`config.mk`:
```
export PLATFORM = sky130hd
export DESIGN_NAME = dfr_ref_aux
export DESIGN_NICKNAME = d
export VERILOG_FILES = /design/src/dfr_pkg.sv /design/src/dfr_hour_cnt.sv /design/src/dfr_ref_aux.sv
export SDC_FILE = /design/constraint.sdc
export NUM_CORES = 2
export LEC_CHECK = 0
export BUFFER_PORTS_ARGS = -buffer_cell sky130_fd_sc_hd__buf_2
export CAP_MARGIN = 20
export CORE_UTILIZATION = 55
export CTS_CLUSTER_SIZE = 24
export DETAILED_ROUTE_END_ITERATION = 8
export PLACE_DENSITY_LB_ADDON = 0.15
export SLEW_MARGIN = 10
export SYNTH_ARGS = -nofsm -noshare
export SYNTH_HDL_FRONTEND = slang
export SYNTH_SLANG_ARGS = --single-unit
```
`constraint.sdc`:
```
create_clock -name CLOCK_I -period 29.8 [get_ports CLOCK_I]
set_clock_uncertainty 0.2 [all_clocks]
set_input_delay 4.47 -clock CLOCK_I [delete_from_list [all_inputs] [get_ports CLOCK_I]]
set_output_delay 4.47 -clock CLOCK_I [all_outputs]
set_load 0.05 [all_outputs]
```
`src/dfr_pkg.sv`:
```
// Package: constants, types and config bundle of the auxiliary frequency-reference block.
package dfr_pkg;
   // Frequencies are in 0.01 Hz, times in 0.1 s, hours in 1 h.
   localparam int FREQ_W = 16;
   localparam int TIME_W = 16;
   localparam int HOUR_W = 16;
   localparam int CNT_W = 48;
   localparam int CLOCK_MHZ = 100;
   localparam int TIME_UNIT_MS = 100;
   localparam longint TIME_UNIT_CYC_DEF = longint'(TIME_UNIT_MS) * 1000 * CLOCK_MHZ;
   localparam longint HOUR_S = 3600;
   localparam longint HOUR_CYC_DEF = HOUR_S * 1000000 * CLOCK_MHZ;
   localparam logic [FREQ_W-1:0] INCH_FREQ_DEF = 16'h0258;
   localparam logic [FREQ_W-1:0] DROOP_MAX = 16'h03e8;
   localparam logic [HOUR_W-1:0] HOUR_MAX = 16'hffff;
   localparam logic [6:0] LOAD_FULL = 7'h64;
   localparam logic [FREQ_W-1:0] FREQ_ZERO = 16'h0000;

   // Below-lower-limit behaviour.
   typedef enum logic [1:0] {
      LOW_RUN_LIMIT = 2'b00,
      LOW_STOP = 2'b01,
      LOW_RUN_ZERO = 2'b10
   } dfr_low_mode_t;

   // Start modes; only direct start is acted on here.
   typedef enum logic [1:0] {
      START_DIRECT = 2'b00,
      START_TRACK = 2'b01,
      START_PREEXC = 2'b10
   } dfr_start_mode_t;

   typedef enum logic {
      STOP_RAMP = 1'b0,
      STOP_FREE = 1'b1
   } dfr_stop_mode_t;

   // Main sequencing states.
   typedef enum logic [1:0] {
      ST_IDLE = 2'b00,
      ST_RUN = 2'b01,
      ST_DEAD = 2'b10
   } dfr_state_t;

   // Configuration bundle held by the drive parameter store.
   typedef struct packed {
      logic [FREQ_W-1:0] max_freq;
      logic [FREQ_W-1:0] inch_freq;
      logic [TIME_W-1:0] inch_acc;
      logic [TIME_W-1:0] inch_dec;
      logic [3:0][TIME_W-1:0] acc;
      logic [3:0][TIME_W-1:0] dec;
      logic [FREQ_W-1:0] skip1;
      logic [FREQ_W-1:0] skip2;
      logic [FREQ_W-1:0] skip_amp;
      logic skip_ramp_en;
      logic [FREQ_W-1:0] acc_sw_freq;
      logic [FREQ_W-1:0] dec_sw_freq;
      logic rev_inhibit;
      logic [TIME_W-1:0] dead_time;
      logic [FREQ_W-1:0] low_limit;
      dfr_low_mode_t low_mode;
      logic [FREQ_W-1:0] droop;
      logic inch_prio;
      logic [HOUR_W-1:0] pon_thr;
      logic [HOUR_W-1:0] run_thr;
      logic run_thr_stop;
      dfr_start_mode_t start_mode;
      logic [TIME_W-1:0] start_brake;
      logic [FREQ_W-1:0] start_freq;
      dfr_stop_mode_t stop_mode;
   } dfr_cfg_t;
endpackage

```
`src/dfr_hour_cnt.sv`:
```
// Hour counter: counts enabled cycles into whole hours and flags a threshold.
`timescale 1ns/100ps
module dfr_hour_cnt #(
   parameter longint HOUR_CYC = dfr_pkg::HOUR_CYC_DEF
) (
   input wire logic clk_i,
   input wire logic rst_n_i,
   input wire logic en_i,
   input wire logic [dfr_pkg::HOUR_W-1:0] thr_i,
   output logic [dfr_pkg::HOUR_W-1:0] hours_o,
   output logic reached_o
);
   import dfr_pkg::*;
   logic [CNT_W-1:0] cyc_reg;

   // Sub-hour cycle count; it freezes once hours saturate so nothing wraps.
   always_ff @(posedge clk_i or negedge rst_n_i) begin
      if (!rst_n_i) begin
         cyc_reg <= '0;
      end else if (en_i && hours_o != HOUR_MAX) begin
         if (cyc_reg == CNT_W'(HOUR_CYC - 1)) begin
            cyc_reg <= '0;
         end else begin
            cyc_reg <= cyc_reg + 1'b1;
         end
      end
   end

   // Whole-hour count saturates at its top value.
   always_ff @(posedge clk_i or negedge rst_n_i) begin
      if (!rst_n_i) begin
         hours_o <= '0;
      end else if (en_i && hours_o != HOUR_MAX && cyc_reg == CNT_W'(HOUR_CYC - 1)) begin
         hours_o <= hours_o + 1'b1;
      end
   end

   // Threshold flag follows the count one cycle later.
   always_ff @(posedge clk_i or negedge rst_n_i) begin
      if (!rst_n_i) begin
         reached_o <= 1'b0;
      end else begin
         reached_o <= (hours_o >= thr_i);
      end
   end
endmodule

```
`src/dfr_ref_aux.sv`:
```
// Top: auxiliary frequency-reference processing ahead of the output ramp.
`timescale 1ns/100ps
module dfr_ref_aux #(
   parameter longint TIME_UNIT_CYC = dfr_pkg::TIME_UNIT_CYC_DEF,
   parameter longint HOUR_CYC = dfr_pkg::HOUR_CYC_DEF
) (
   input wire logic CLOCK_I,
   input wire logic RST_N_I,
   input wire dfr_pkg::dfr_cfg_t CFG_I,
   input wire logic RUN_CMD_I,
   input wire logic DIR_REV_I,
   input wire logic [dfr_pkg::FREQ_W-1:0] FREQ_SET_I,
   input wire logic INCH_RUN_I,
   input wire logic INCH_REV_I,
   input wire logic [1:0] RAMP_SEL_TERM_I,
   input wire logic RAMP_SEL_ASSIGNED_I,
   input wire logic MOTOR1_SEL_I,
   input wire logic [6:0] LOAD_PCT_I,
   output logic [dfr_pkg::FREQ_W-1:0] FREQ_O,
   output logic REV_O,
   output logic RUNNING_O,
   output logic INCH_ACTIVE_O,
   output dfr_pkg::dfr_start_mode_t START_MODE_O,
   output dfr_pkg::dfr_stop_mode_t STOP_MODE_O,
   output logic [1:0] RAMP_SET_O,
   output logic PON_REACHED_O,
   output logic RUN_REACHED_O
);
   import dfr_pkg::*;

   logic inch_meta_reg, inch_sync_reg, inch_rev_meta_reg, inch_rev_sync_reg;
   logic [1:0] sel_meta_reg, sel_sync_reg;
   dfr_state_t state_reg, state_next;
   logic [FREQ_W-1:0] freq_reg, freq_next;
   logic rev_reg, rev_next;
   logic inch_reg, inch_next;
   logic [CNT_W-1:0] acc_reg, acc_next;
   logic [CNT_W-1:0] dead_reg;
   logic pon_hit, run_hit;
   logic [HOUR_W-1:0] pon_hours, run_hours;

   logic inch_take, want_rev, run_go, low_stop, dir_change, sw_ok, up, down;
   logic [FREQ_W-1:0] base, limited, skipped, drooped, tgt, stepped, droop_amt;
   logic [1:0] set_sel;
   logic [TIME_W-1:0] ramp_time;
   logic [CNT_W-1:0] ramp_thr, dead_thr, acc_sum;

   // Band edges: centred on the skip point, total width equal to amplitude.
   function automatic logic [FREQ_W-1:0] band_lo(input logic [FREQ_W-1:0] c,
                                                  input logic [FREQ_W-1:0] amp);
      band_lo = (c > {1'b0, amp[FREQ_W-1:1]}) ? c - {1'b0, amp[FREQ_W-1:1]} : FREQ_ZERO;
   endfunction

   function automatic logic [FREQ_W-1:0] band_hi(input logic [FREQ_W-1:0] c,
                                                  input logic [FREQ_W-1:0] amp);
      logic [FREQ_W:0] s;
      s = {1'b0, c} + {2'b00, amp[FREQ_W-1:1]};
      band_hi = s[FREQ_W] ? {FREQ_W{1'b1}} : s[FREQ_W-1:0];
   endfunction

   // Move a value inside a band to an edge: nearest edge, or by ramp direction.
   function automatic logic [FREQ_W-1:0] skip_fix(input logic [FREQ_W-1:0] x,
                                                   input logic [FREQ_W-1:0] c,
                                                   input logic [FREQ_W-1:0] amp,
                                                   input logic by_dir,
                                                   input logic dir_up);
      logic [FREQ_W-1:0] lo, hi;
      lo = band_lo(c, amp);
      hi = band_hi(c, amp);
      skip_fix = x;
      if (x > lo && x < hi) begin
         if (by_dir) begin
            skip_fix = dir_up ? hi : lo;
         end else begin
            skip_fix = ((x - lo) <= (hi - x)) ? lo : hi;
         end
      end
   endfunction

   // Two-flop synchronisers for the terminal inputs.
   always_ff @(posedge CLOCK_I or negedge RST_N_I) begin
      if (!RST_N_I) begin
         inch_meta_reg <= 1'b0;
         inch_sync_reg <= 1'b0;
         inch_rev_meta_reg <= 1'b0;
         inch_rev_sync_reg <= 1'b0;
         sel_meta_reg <= 2'h0;
         sel_sync_reg <= 2'h0;
      end else begin
         inch_meta_reg <= INCH_RUN_I;
         inch_sync_reg <= inch_meta_reg;
         inch_rev_meta_reg <= INCH_REV_I;
         inch_rev_sync_reg <= inch_rev_meta_reg;
         sel_meta_reg <= RAMP_SEL_TERM_I;
         sel_sync_reg <= sel_meta_reg;
      end
   end

   // Reference shaping: source, lower limit, skip bands, droop, direction.
   always_comb begin
      // Without priority a running drive ignores a new terminal inching request.
      inch_take = inch_sync_reg && (state_reg == ST_IDLE || CFG_I.inch_prio || inch_reg);
      base = inch_take ? CFG_I.inch_freq : FREQ_SET_I;
      limited = base;
      low_stop = 1'b0;
      if (!inch_take && base < CFG_I.low_limit) begin
         unique case (CFG_I.low_mode)
            LOW_RUN_LIMIT: limited = CFG_I.low_limit;
            LOW_STOP: low_stop = 1'b1;
            LOW_RUN_ZERO: limited = FREQ_ZERO;
            default: limited = CFG_I.low_limit;
         endcase
      end
      skipped = limited;
      if (CFG_I.skip1 != FREQ_ZERO || CFG_I.skip2 != FREQ_ZERO) begin
         skipped = skip_fix(limited, CFG_I.skip1, CFG_I.skip_amp, 1'b0, 1'b0);
         skipped = skip_fix(skipped, CFG_I.skip2, CFG_I.skip_amp, 1'b0, 1'b0);
      end
      // Droop scales linearly with load percent, capped at its full amount.
      droop_amt = FREQ_W'(({1'b0, (CFG_I.droop > DROOP_MAX) ? DROOP_MAX : CFG_I.droop}
                  * (LOAD_PCT_I > LOAD_FULL ? LOAD_FULL : LOAD_PCT_I)) / LOAD_FULL);
      drooped = (skipped > droop_amt) ? skipped - droop_amt : FREQ_ZERO;
      want_rev = inch_take ? inch_rev_sync_reg : DIR_REV_I;
      // The runtime stop holds for as long as the running hours stay reached.
      run_go = (RUN_CMD_I || inch_take) && !low_stop
               && !(run_hit && CFG_I.run_thr_stop)
               && !(want_rev && CFG_I.rev_inhibit);
      dir_change = run_go && (want_rev != rev_reg);
      tgt = (run_go && !dir_change) ? drooped : FREQ_ZERO;
   end

   // Ramp set choice: terminals, frequency switchover, or inching set.
   always_comb begin
      sw_ok = MOTOR1_SEL_I && !RAMP_SEL_ASSIGNED_I;
      set_sel = RAMP_SEL_ASSIGNED_I ? sel_sync_reg : 2'h0;
      up = freq_reg < tgt;
      down = freq_reg > tgt;
      if (inch_reg) begin
         ramp_time = up ? CFG_I.inch_acc : CFG_I.inch_dec;
      end else if (sw_ok && up) begin
         ramp_time = (freq_reg < CFG_I.acc_sw_freq) ? CFG_I.acc[0] : CFG_I.acc[1];
         set_sel = (freq_reg < CFG_I.acc_sw_freq) ? 2'h0 : 2'h1;
      end else if (sw_ok) begin
         ramp_time = (freq_reg > CFG_I.dec_sw_freq) ? CFG_I.dec[0] : CFG_I.dec[1];
         set_sel = (freq_reg > CFG_I.dec_sw_freq) ? 2'h0 : 2'h1;
      end else begin
         ramp_time = up ? CFG_I.acc[set_sel] : CFG_I.dec[set_sel];
      end
      ramp_thr = CNT_W'(ramp_time) * CNT_W'(TIME_UNIT_CYC);
      dead_thr = CNT_W'(CFG_I.dead_time) * CNT_W'(TIME_UNIT_CYC);
      acc_sum = acc_reg + CNT_W'(CFG_I.max_freq);
      stepped = up ? freq_reg + 1'b1 : freq_reg - 1'b1;
      if (CFG_I.skip_ramp_en && (CFG_I.skip1 != FREQ_ZERO || CFG_I.skip2 != FREQ_ZERO)) begin
         stepped = skip_fix(stepped, CFG_I.skip1, CFG_I.skip_amp, 1'b1, up);
         stepped = skip_fix(stepped, CFG_I.skip2, CFG_I.skip_amp, 1'b1, up);
      end
   end

   // Sequencer and ramp: rate is full scale per ramp time, one step at most per cycle; a zero ramp time jumps straight to the target.
   always_comb begin
      state_next = state_reg;
      freq_next = freq_reg;
      rev_next = rev_reg;
      inch_next = inch_reg;
      acc_next = '0;
      unique case (state_reg)
         ST_IDLE: begin
            inch_next = inch_take;
            if (run_go) begin
               state_next = ST_RUN;
               rev_next = want_rev;
               // Direct start with no braking time launches at the startup frequency, or at the reference if that is lower.
               if ((inch_take || CFG_I.start_mode == START_DIRECT)
                   && CFG_I.start_brake == '0) begin
                  freq_next = (CFG_I.start_freq < drooped) ? CFG_I.start_freq : drooped;
               end
            end
         end
         ST_RUN: begin
            inch_next = inch_take;
            if (!run_go && !inch_reg && CFG_I.stop_mode == STOP_FREE) begin
               freq_next = FREQ_ZERO;
               state_next = ST_IDLE;
            end else if (freq_reg == FREQ_ZERO && dir_change) begin
               state_next = ST_DEAD;
            end else if (freq_reg == FREQ_ZERO && !run_go) begin
               state_next = ST_IDLE;
            end else if (up || down) begin
               if (ramp_time == '0) begin
                  freq_next = tgt;
               end else if (acc_sum >= ramp_thr) begin
                  freq_next = stepped;
                  acc_next = acc_sum - ramp_thr;
               end else begin
                  acc_next = acc_sum;
               end
            end
         end
         ST_DEAD: begin
            freq_next = FREQ_ZERO;
            if (!run_go) begin
               state_next = ST_IDLE;
            end else if (dead_reg >= dead_thr) begin
               rev_next = want_rev;
               state_next = ST_RUN;
            end
         end
         default: state_next = ST_IDLE;
      endcase
   end

   // Sequencer state, output frequency, direction and inching flag.
   always_ff @(posedge CLOCK_I or negedge RST_N_I) begin
      if (!RST_N_I) begin
         state_reg <= ST_IDLE;
         freq_reg <= FREQ_ZERO;
         rev_reg <= 1'b0;
         inch_reg <= 1'b0;
         acc_reg <= '0;
      end else begin
         state_reg <= state_next;
         freq_reg <= freq_next;
         rev_reg <= rev_next;
         inch_reg <= inch_next;
         acc_reg <= acc_next;
      end
   end

   // Dead-time counter runs only in the zero-frequency hold.
   always_ff @(posedge CLOCK_I or negedge RST_N_I) begin
      if (!RST_N_I) begin
         dead_reg <= '0;
      end else if (state_reg == ST_DEAD) begin
         dead_reg <= dead_reg + 1'b1;
      end else begin
         dead_reg <= '0;
      end
   end

   // Registered outputs; effective modes are forced while inching.
   always_ff @(posedge CLOCK_I or negedge RST_N_I) begin
      if (!RST_N_I) begin
         FREQ_O <= FREQ_ZERO;
         REV_O <= 1'b0;
         RUNNING_O <= 1'b0;
         INCH_ACTIVE_O <= 1'b0;
         START_MODE_O <= START_DIRECT;
         STOP_MODE_O <= STOP_RAMP;
         RAMP_SET_O <= 2'h0;
         PON_REACHED_O <= 1'b0;
         RUN_REACHED_O <= 1'b0;
      end else begin
         FREQ_O <= freq_next;
         REV_O <= rev_next;
         RUNNING_O <= (state_next != ST_IDLE);
         INCH_ACTIVE_O <= inch_next;
         START_MODE_O <= inch_next ? START_DIRECT : CFG_I.start_mode;
         STOP_MODE_O <= inch_next ? STOP_RAMP : CFG_I.stop_mode;
         RAMP_SET_O <= set_sel;
         PON_REACHED_O <= pon_hit;
         RUN_REACHED_O <= run_hit;
      end
   end

   // Power-on hours count whenever the block is out of reset.
   dfr_hour_cnt #(.HOUR_CYC(HOUR_CYC)) u_pon_hours (
      .clk_i(CLOCK_I),
      .rst_n_i(RST_N_I),
      .en_i(1'b1),
      .thr_i(CFG_I.pon_thr),
      .hours_o(pon_hours),
      .reached_o(pon_hit)
   );

   // Running hours count only while the output is live.
   dfr_hour_cnt #(.HOUR_CYC(HOUR_CYC)) u_run_hours (
      .clk_i(CLOCK_I),
      .rst_n_i(RST_N_I),
      .en_i(state_reg != ST_IDLE),
      .thr_i(CFG_I.run_thr),
      .hours_o(run_hours),
      .reached_o(run_hit)
   );
endmodule

```
# After elaboration in Yosys (flattened, before gate mapping)
# Cells that the tools add are included.
# word_totals
romBits	0
wordCells	219
register_bits	262
latch_bits	0
ram_bits	0
output_inout_bits	26
inputBits	426
mem_count	0
# op_classes
reduce_logical	52
n_bitwise	0
eq_ne	17
n_shift	0
muxes	78
magnitude_cmp	26
n_addsub	18
n_div	1
multipliers	3
# op_table
operator	n
two-way mux 16 bit	40
two-way mux 48 bit	10
adder 48 x 1 -> 48 bit (second input constant)	3
less-than comparator 16 bit	8
> comparator 16 bit	7
equality test 48 x 39 -> 1 bit (second input constant)	2
>= comparator 48 x 40 -> 1 bit	2
subtractor 16 bit	5
multiplier 16 x 17 -> 33 bit (second input constant)	2
binary-select mux 16 bit (select 2 bit)	2
adder 16 x 1 -> 16 bit (second input constant)	3
adder 48 x 16 -> 48 bit	1
logical NOT 16 bit	3
one-hot mux 16 bit (3 select lines)	1
subtractor 48 x 40 -> 48 bit	1
adder 16 x 15 -> 17 bit	2
>= comparator 16 bit	2
> comparator 16 x 15 -> 1 bit	2
less-or-equal comparator 16 bit	2
!= test 16 bit (second input constant)	2
one-hot mux 16 bit (2 select lines)	1
nonzero test 16 bit	2
subtractor 16 x 15 -> 16 bit	2
logical AND 1 bit	24
26 further kinds	66

# Depth between registers and ports, before layout
# depth
word_depth	38
ltp_mapped	166

# By module
# From an unflattened synthesis, not the netlist that was laid out.
# unflattened
cells_unflattened	5623
area_unflattened_um2	45353.5
# by_module_without_submodules
mod	cells_per_inst	instances	area_each_um2
dfr_ref_aux	4885	1	38064.0
dfr_hour_cnt	369	2	3644.7

# Least setup slack after synthesis
# OpenSTA, ideal clock, no wires.
# synth_timing
path_type	input port to flip-flop
startpoint	in CFG_I[68] (netlist bit)
endpoint	reg FREQ_O[15] (netlist bit)
path_stages	151
slack_ns	-2.440
n_path_buf	12
arrival_time_ns	31.915
setup_ns	0.125
path_cell_list	o31a_1 > clkbuf_1 > clkbuf_1 > mux2i_1 > inv_1 > ha_1 > a21o_1 > a21o_1 > a21oi_1 > o21bai_1 > a21oi_1 > o21bai_1 > a21o_1 > a21o_1 > a21o_1 > a211oi_1 > o21bai_1 > a211oi_1 > (+115 left out) > o21ai_0 > nand2b_1 > a21oi_1 > o21ai_0 > nor2_1 > xor2_1 > ha_1 > nand2_1 > nand2b_1 > a21o_1 > a21oi_1 > o21ai_0 > nor4_1 > nand2_1 > nand2_1 > a221o_1 > clkbuf_1 > mux2_2
# synth_via
elab_chain_len	37
# synth_lines
element	line	source
start: declaration	dfr_ref_aux.sv:9	input wire dfr_pkg::dfr_cfg_t CFG_I,
logical OR 1 bit * (2 in series)	dfr_ref_aux.sv:102	inch_take = inch_sync_reg && (state_reg == ST_IDLE || CFG_I.inch_prio || inch_reg);
logical AND 1 bit *	dfr_ref_aux.sv:102	
branches (longest 34 deep; another with less-than comparator 16 bit)	-	
end signal: assignment	dfr_ref_aux.sv:253	FREQ_O <= freq_next;
end: declaration	dfr_ref_aux.sv:19	output logic [dfr_pkg::FREQ_W-1:0] FREQ_O,
# Mark *: on every way between the ends. The select of a mux whose other input is x is not followed.
# A chain may end at the register's enable or synchronous reset.

# Final worst setup path
# layout_timing
startpoint	in CFG_I[68] (netlist bit)
endpoint	reg acc_reg[43]
# layout_via
elab_chain_len	34
# layout_lines
element	line	source
logical OR 1 bit * (2 in series)	dfr_ref_aux.sv:102	
logical AND 1 bit *	dfr_ref_aux.sv:102	
two-way mux 16 bit	dfr_ref_aux.sv:103	base = inch_take ? CFG_I.inch_freq : FREQ_SET_I;
less-than comparator 16 bit	dfr_ref_aux.sv:106	if (!inch_take && base < CFG_I.low_limit) begin
logical AND 1 bit	dfr_ref_aux.sv:106	
two-way mux 16 bit	dfr_ref_aux.sv:106	
subtractor 16 bit	dfr_ref_aux.sv:75	skip_fix = ((x - lo) <= (hi - x)) ? lo : hi;
less-or-equal comparator 16 bit	dfr_ref_aux.sv:75	
(+18 left out)	-	
two-way mux 48 bit	dfr_ref_aux.sv:191	end else if (acc_sum >= ramp_thr) begin
two-way mux 48 bit	dfr_ref_aux.sv:189	if (ramp_time == '0) begin
two-way mux 48 bit	dfr_ref_aux.sv:188	end else if (up || down) begin
two-way mux 48 bit	dfr_ref_aux.sv:186	end else if (freq_reg == FREQ_ZERO && !run_go) begin
two-way mux 48 bit	dfr_ref_aux.sv:184	end else if (freq_reg == FREQ_ZERO && dir_change) begin
two-way mux 48 bit *	dfr_ref_aux.sv:181	if (!run_go && !inch_reg && CFG_I.stop_mode == STOP_FREE) begin
two-way mux 48 bit *	dfr_ref_aux.sv:166	unique case (state_reg)
via acc_next[43]	dfr_ref_aux.sv:37	logic [CNT_W-1:0] acc_reg, acc_next;
end signal: assignment	dfr_ref_aux.sv:225	acc_reg <= acc_next;
end: declaration	dfr_ref_aux.sv:37	
# Mark *: on every way through the listed nets, which the timed path passes. The rest lies on a longest branch. The select of a mux whose other input is x is not followed.

==> results.json <==
{
  "clk_pin_slew_worst_paths_ns": 0.05,
  "cell_family_contributing_the_most_delay_on_the_critical_path": "compound AO/OA/AOI/OAI gates",
  "chipWidth_um": 287,
  "placed_instance_area_um2": 51800,
  "layout.nets": 7801,
  "fp-row-count": 104,
  "outcome": "complete, but fails checks",
  "period_share": 0.966,
  "io_buffer_count": 450,
  "synth_seq_area_share": 0.146,
  "max_cap_viol_count": 0,
  "synth_cell_types": 112,
  "cts.root.buffer_cell": "sky130_fd_sc_hd__clkbuf_16",
  "timing.final.hold_violations": 0,
  "syn_inst": 5497,
  "tritoncts": "yes",
  "ant_nets": 0,
  "cp_slowest_cell": "sky130_fd_sc_hd__fa_1",
  "synth_edf_count": 0,
  "area.growth.synth_to_final_pct": 20.7,
  "place.detailed.instances": 7396,
  "avgSynthCellArea_um2": 8.15,
  "detail_route.wl_per_cell_um": 18.0,
  "grt_pass1_vias": 40444,
  "final_max_slew_viol_count": 0,
  "numCtsBuffers": 36,
  "timing.final.setup_violations": 0,
  "ios": 452,
  "dominantRegCellSynth": "sky130_fd_sc_hd__dfrtp_1",
  "grt_max_degree": 180,
  "async_reset_ff_frac": 1.00,
  "routed_via_density": 5.66,
  "initial_core_util": 0.556,
  "critical_path.startpoint": "CFG_I[68]",
  "num_vias": 42441,
  "worst_r2r_startpoint": "state_reg[0]$_DFF_PN0_",
  "data_required_critical_path_ns": 30.06,
  "relSlewSlack": 0.257,
  "yosysWarnings": 0,
  "routability_congestion": 1.00,
  "violations": "design-rule violations",
  "critical_path.startpoint_type": "input pin",
  "worst_setup_path_end_kind": "register",
  "detailed_place_hpwl_um": 112000,
  "min-delay-path-class": "register to register",
  "clock_latency_ns": 0.57,
  "dieArea_um2": 82600,
  "drc_errors": 4,
  "worst_slew_pin_slew_ns": 1.11,
  "clockBufferDepth": 3,
  "fin_hold_ws_ns": 0.150,
  "detail_route.iter0.violations": 3106,
  "core_area_um2": 80500,
  "crit_path_max_fanout": 10,
  "global_route_wire_length_before_repair_um": 210000,
  "routed_wire_length_um": 135000,
  "cp.arrival_ns": 29.06,
  "cts.htree.levels": 2,
  "peak_clock_frequency_supported_by_timing_mhz": 34.7,
  "groute.usage.overall": 0.318,
  "cp_num_buf_inv": 21,
  "drt_pass1_iterations": 9,
  "synth_area_um2": 44800,
  "crit_path_max_incr_delay_ns": 0.53,
  "antenna_found_initial": 11,
  "postLayoutCellArea_um2": 54100,
  "final_period_minus_worst_setup_slack_ns": 28.80,
  "clock_sinks": 262,
  "grt_remaining_overflow": 0,
  "instances_no_fill": 7500,
  "yosys_register_bits": 262,
  "worstSetupPathType": "input pin to register",
  "drive_above_1_share": 0.209,
  "die_h_um": 287,
  "min-delay-start": "inch_rev_meta_reg$_DFF_PN0_"
}
==> metal layers <==
layer  global-route usage  up-vias  wire length (um)
met5                    0        -                40
met2                0.511     1258             60900
met4               0.0850        6              3790
met3               0.0513      182              9820
li1                     -    20914                 -
met1                0.441    20081             60500
==> through the flow <==
stage | utilization | worst slack, ns | TNS (ns)
after floorplan | - | 0.00811 | 0
after global placement | 0.644 | -0.908 | -42.44
after detailed placement | 0.644 | -1.25 | -60.49
after CTS | 0.659 | 0.00983 | 0
after global routing | 0.671 | -0.420 | -15.28
final | 0.671 | 1.00 | 0
==> placed cells by master, fill, tap and decap left out, drive strengths merged, types with 13 or more instances in the layout <==
cell / synthesis / routed
buf: 17 / 984
ha: 769 / 769
inv: 743 / 750
nand2: 433 / 433
nor2: 346 / 346
a21oi: 338 / 338
o21ai: 328 / 328
xnor2: 269 / 269
dfrtp: 262 / 262
fa: 197 / 197
nand3: 172 / 172
a21o: 140 / 140
xor2: 116 / 116
mux2i: 103 / 103
nand2b: 94 / 94
nand4: 91 / 91
and2: 74 / 74
nor2b: 73 / 73
o21bai: 66 / 66
and3: 61 / 61
mux2: 61 / 61
nor3: 59 / 59
o211ai: 57 / 57
a31oi: 53 / 53
a211oi: 50 / 50
nor4: 49 / 49
clkbuf: 113 / 47
or3: 43 / 43
or2: 28 / 28
and4: 26 / 26
a21boi: 24 / 24
conb: 2 / 21
a2111oi: 19 / 19
o21a: 18 / 18
o31a: 18 / 18
a22oi: 15 / 15
o31ai: 13 / 13
==> cell families (layout without fill, tap and decap cells) <==
kind of cell	Yosys count	count (layout)	share of synthesized area
AOI/OAI and AO/OA	1242	1242	0.179
xor gates and xnor gates	386	386	0.0766
adders and majority gates	966	966	0.303
buffers and inverters	874	1791	0.0735
DFF	262	262	0.146
muxes	174	174	0.0434
other	2	28	0.000168
and+or+nand+nor	1591	1591	0.178
==> path summary, 6_finish.rpt <==
kind	end	slack, ns	depth (start not counted)
worst max-delay path	acc_reg[43]$_DFF_PN0_	1.0	149
worst min-delay path	inch_rev_sync_reg$_DFF_PN0_	0.15	0
worst max register to register	acc_reg[43]$_DFF_PN0_	4.19	150
worst min register to register	inch_rev_sync_reg$_DFF_PN0_	0.15	0
max in group asynchronous	u_pon_hours.hours_o[5]$_DFFE_PN0P_	24.13	2
min in group asynchronous	acc_reg[14]$_DFF_PN0_	3.65	1
==> layout make-up <==
cell class / count / area [um2]
tap: 1060 / 1330
sequential: 262 / 6560
fill: 6913 / 26500
timing repair buffer: 985 / 6400
clock buffer: 46 / 1010
clock inverter: 16 / 136
antenna: 7 / 17.5
multi-input combinational: 4380 / 35800
inverter: 744 / 2800
==> synth_stat cells, types with 49 or more instances <==
cell type | number | share of area
sky130_fd_sc_hd__a21o_1 | 140 | 0.023
sky130_fd_sc_hd__a21oi_1 | 335 | 0.037
sky130_fd_sc_hd__a31oi_1 | 49 | 0.0068
sky130_fd_sc_hd__and2_1 | 74 | 0.010
sky130_fd_sc_hd__and3_1 | 60 | 0.0084
sky130_fd_sc_hd__clkbuf_1 | 113 | 0.0095
sky130_fd_sc_hd__dfrtp_1 | 262 | 0.15
sky130_fd_sc_hd__fa_1 | 197 | 0.088
sky130_fd_sc_hd__ha_1 | 769 | 0.21
sky130_fd_sc_hd__inv_1 | 743 | 0.062
sky130_fd_sc_hd__mux2_2 | 60 | 0.015
sky130_fd_sc_hd__mux2i_1 | 103 | 0.023
sky130_fd_sc_hd__nand2_1 | 433 | 0.036
sky130_fd_sc_hd__nand2b_1 | 94 | 0.013
sky130_fd_sc_hd__nand3_1 | 171 | 0.019
sky130_fd_sc_hd__nand4_1 | 91 | 0.013
sky130_fd_sc_hd__nor2_1 | 344 | 0.029
sky130_fd_sc_hd__nor2b_1 | 73 | 0.010
sky130_fd_sc_hd__nor3_1 | 53 | 0.0059
sky130_fd_sc_hd__o211ai_1 | 54 | 0.0091
sky130_fd_sc_hd__o21ai_0 | 310 | 0.035
sky130_fd_sc_hd__o21bai_1 | 66 | 0.011
sky130_fd_sc_hd__xnor2_1 | 266 | 0.052
sky130_fd_sc_hd__xor2_1 | 114 | 0.022
==> timing repair <==
action | in CTS | in global routing
gates resized for setup | 23 | 189
pin swaps | 6 | 142
gates cloned | 0 | 2
hold buffers | 0 | 0
buffers inserted | 2 | 31
setup endpoints to repair | 57 | 57
Power is not shown: default switching activity piles up to over one toggle a cycle in this logic, so the estimate is an artifact.
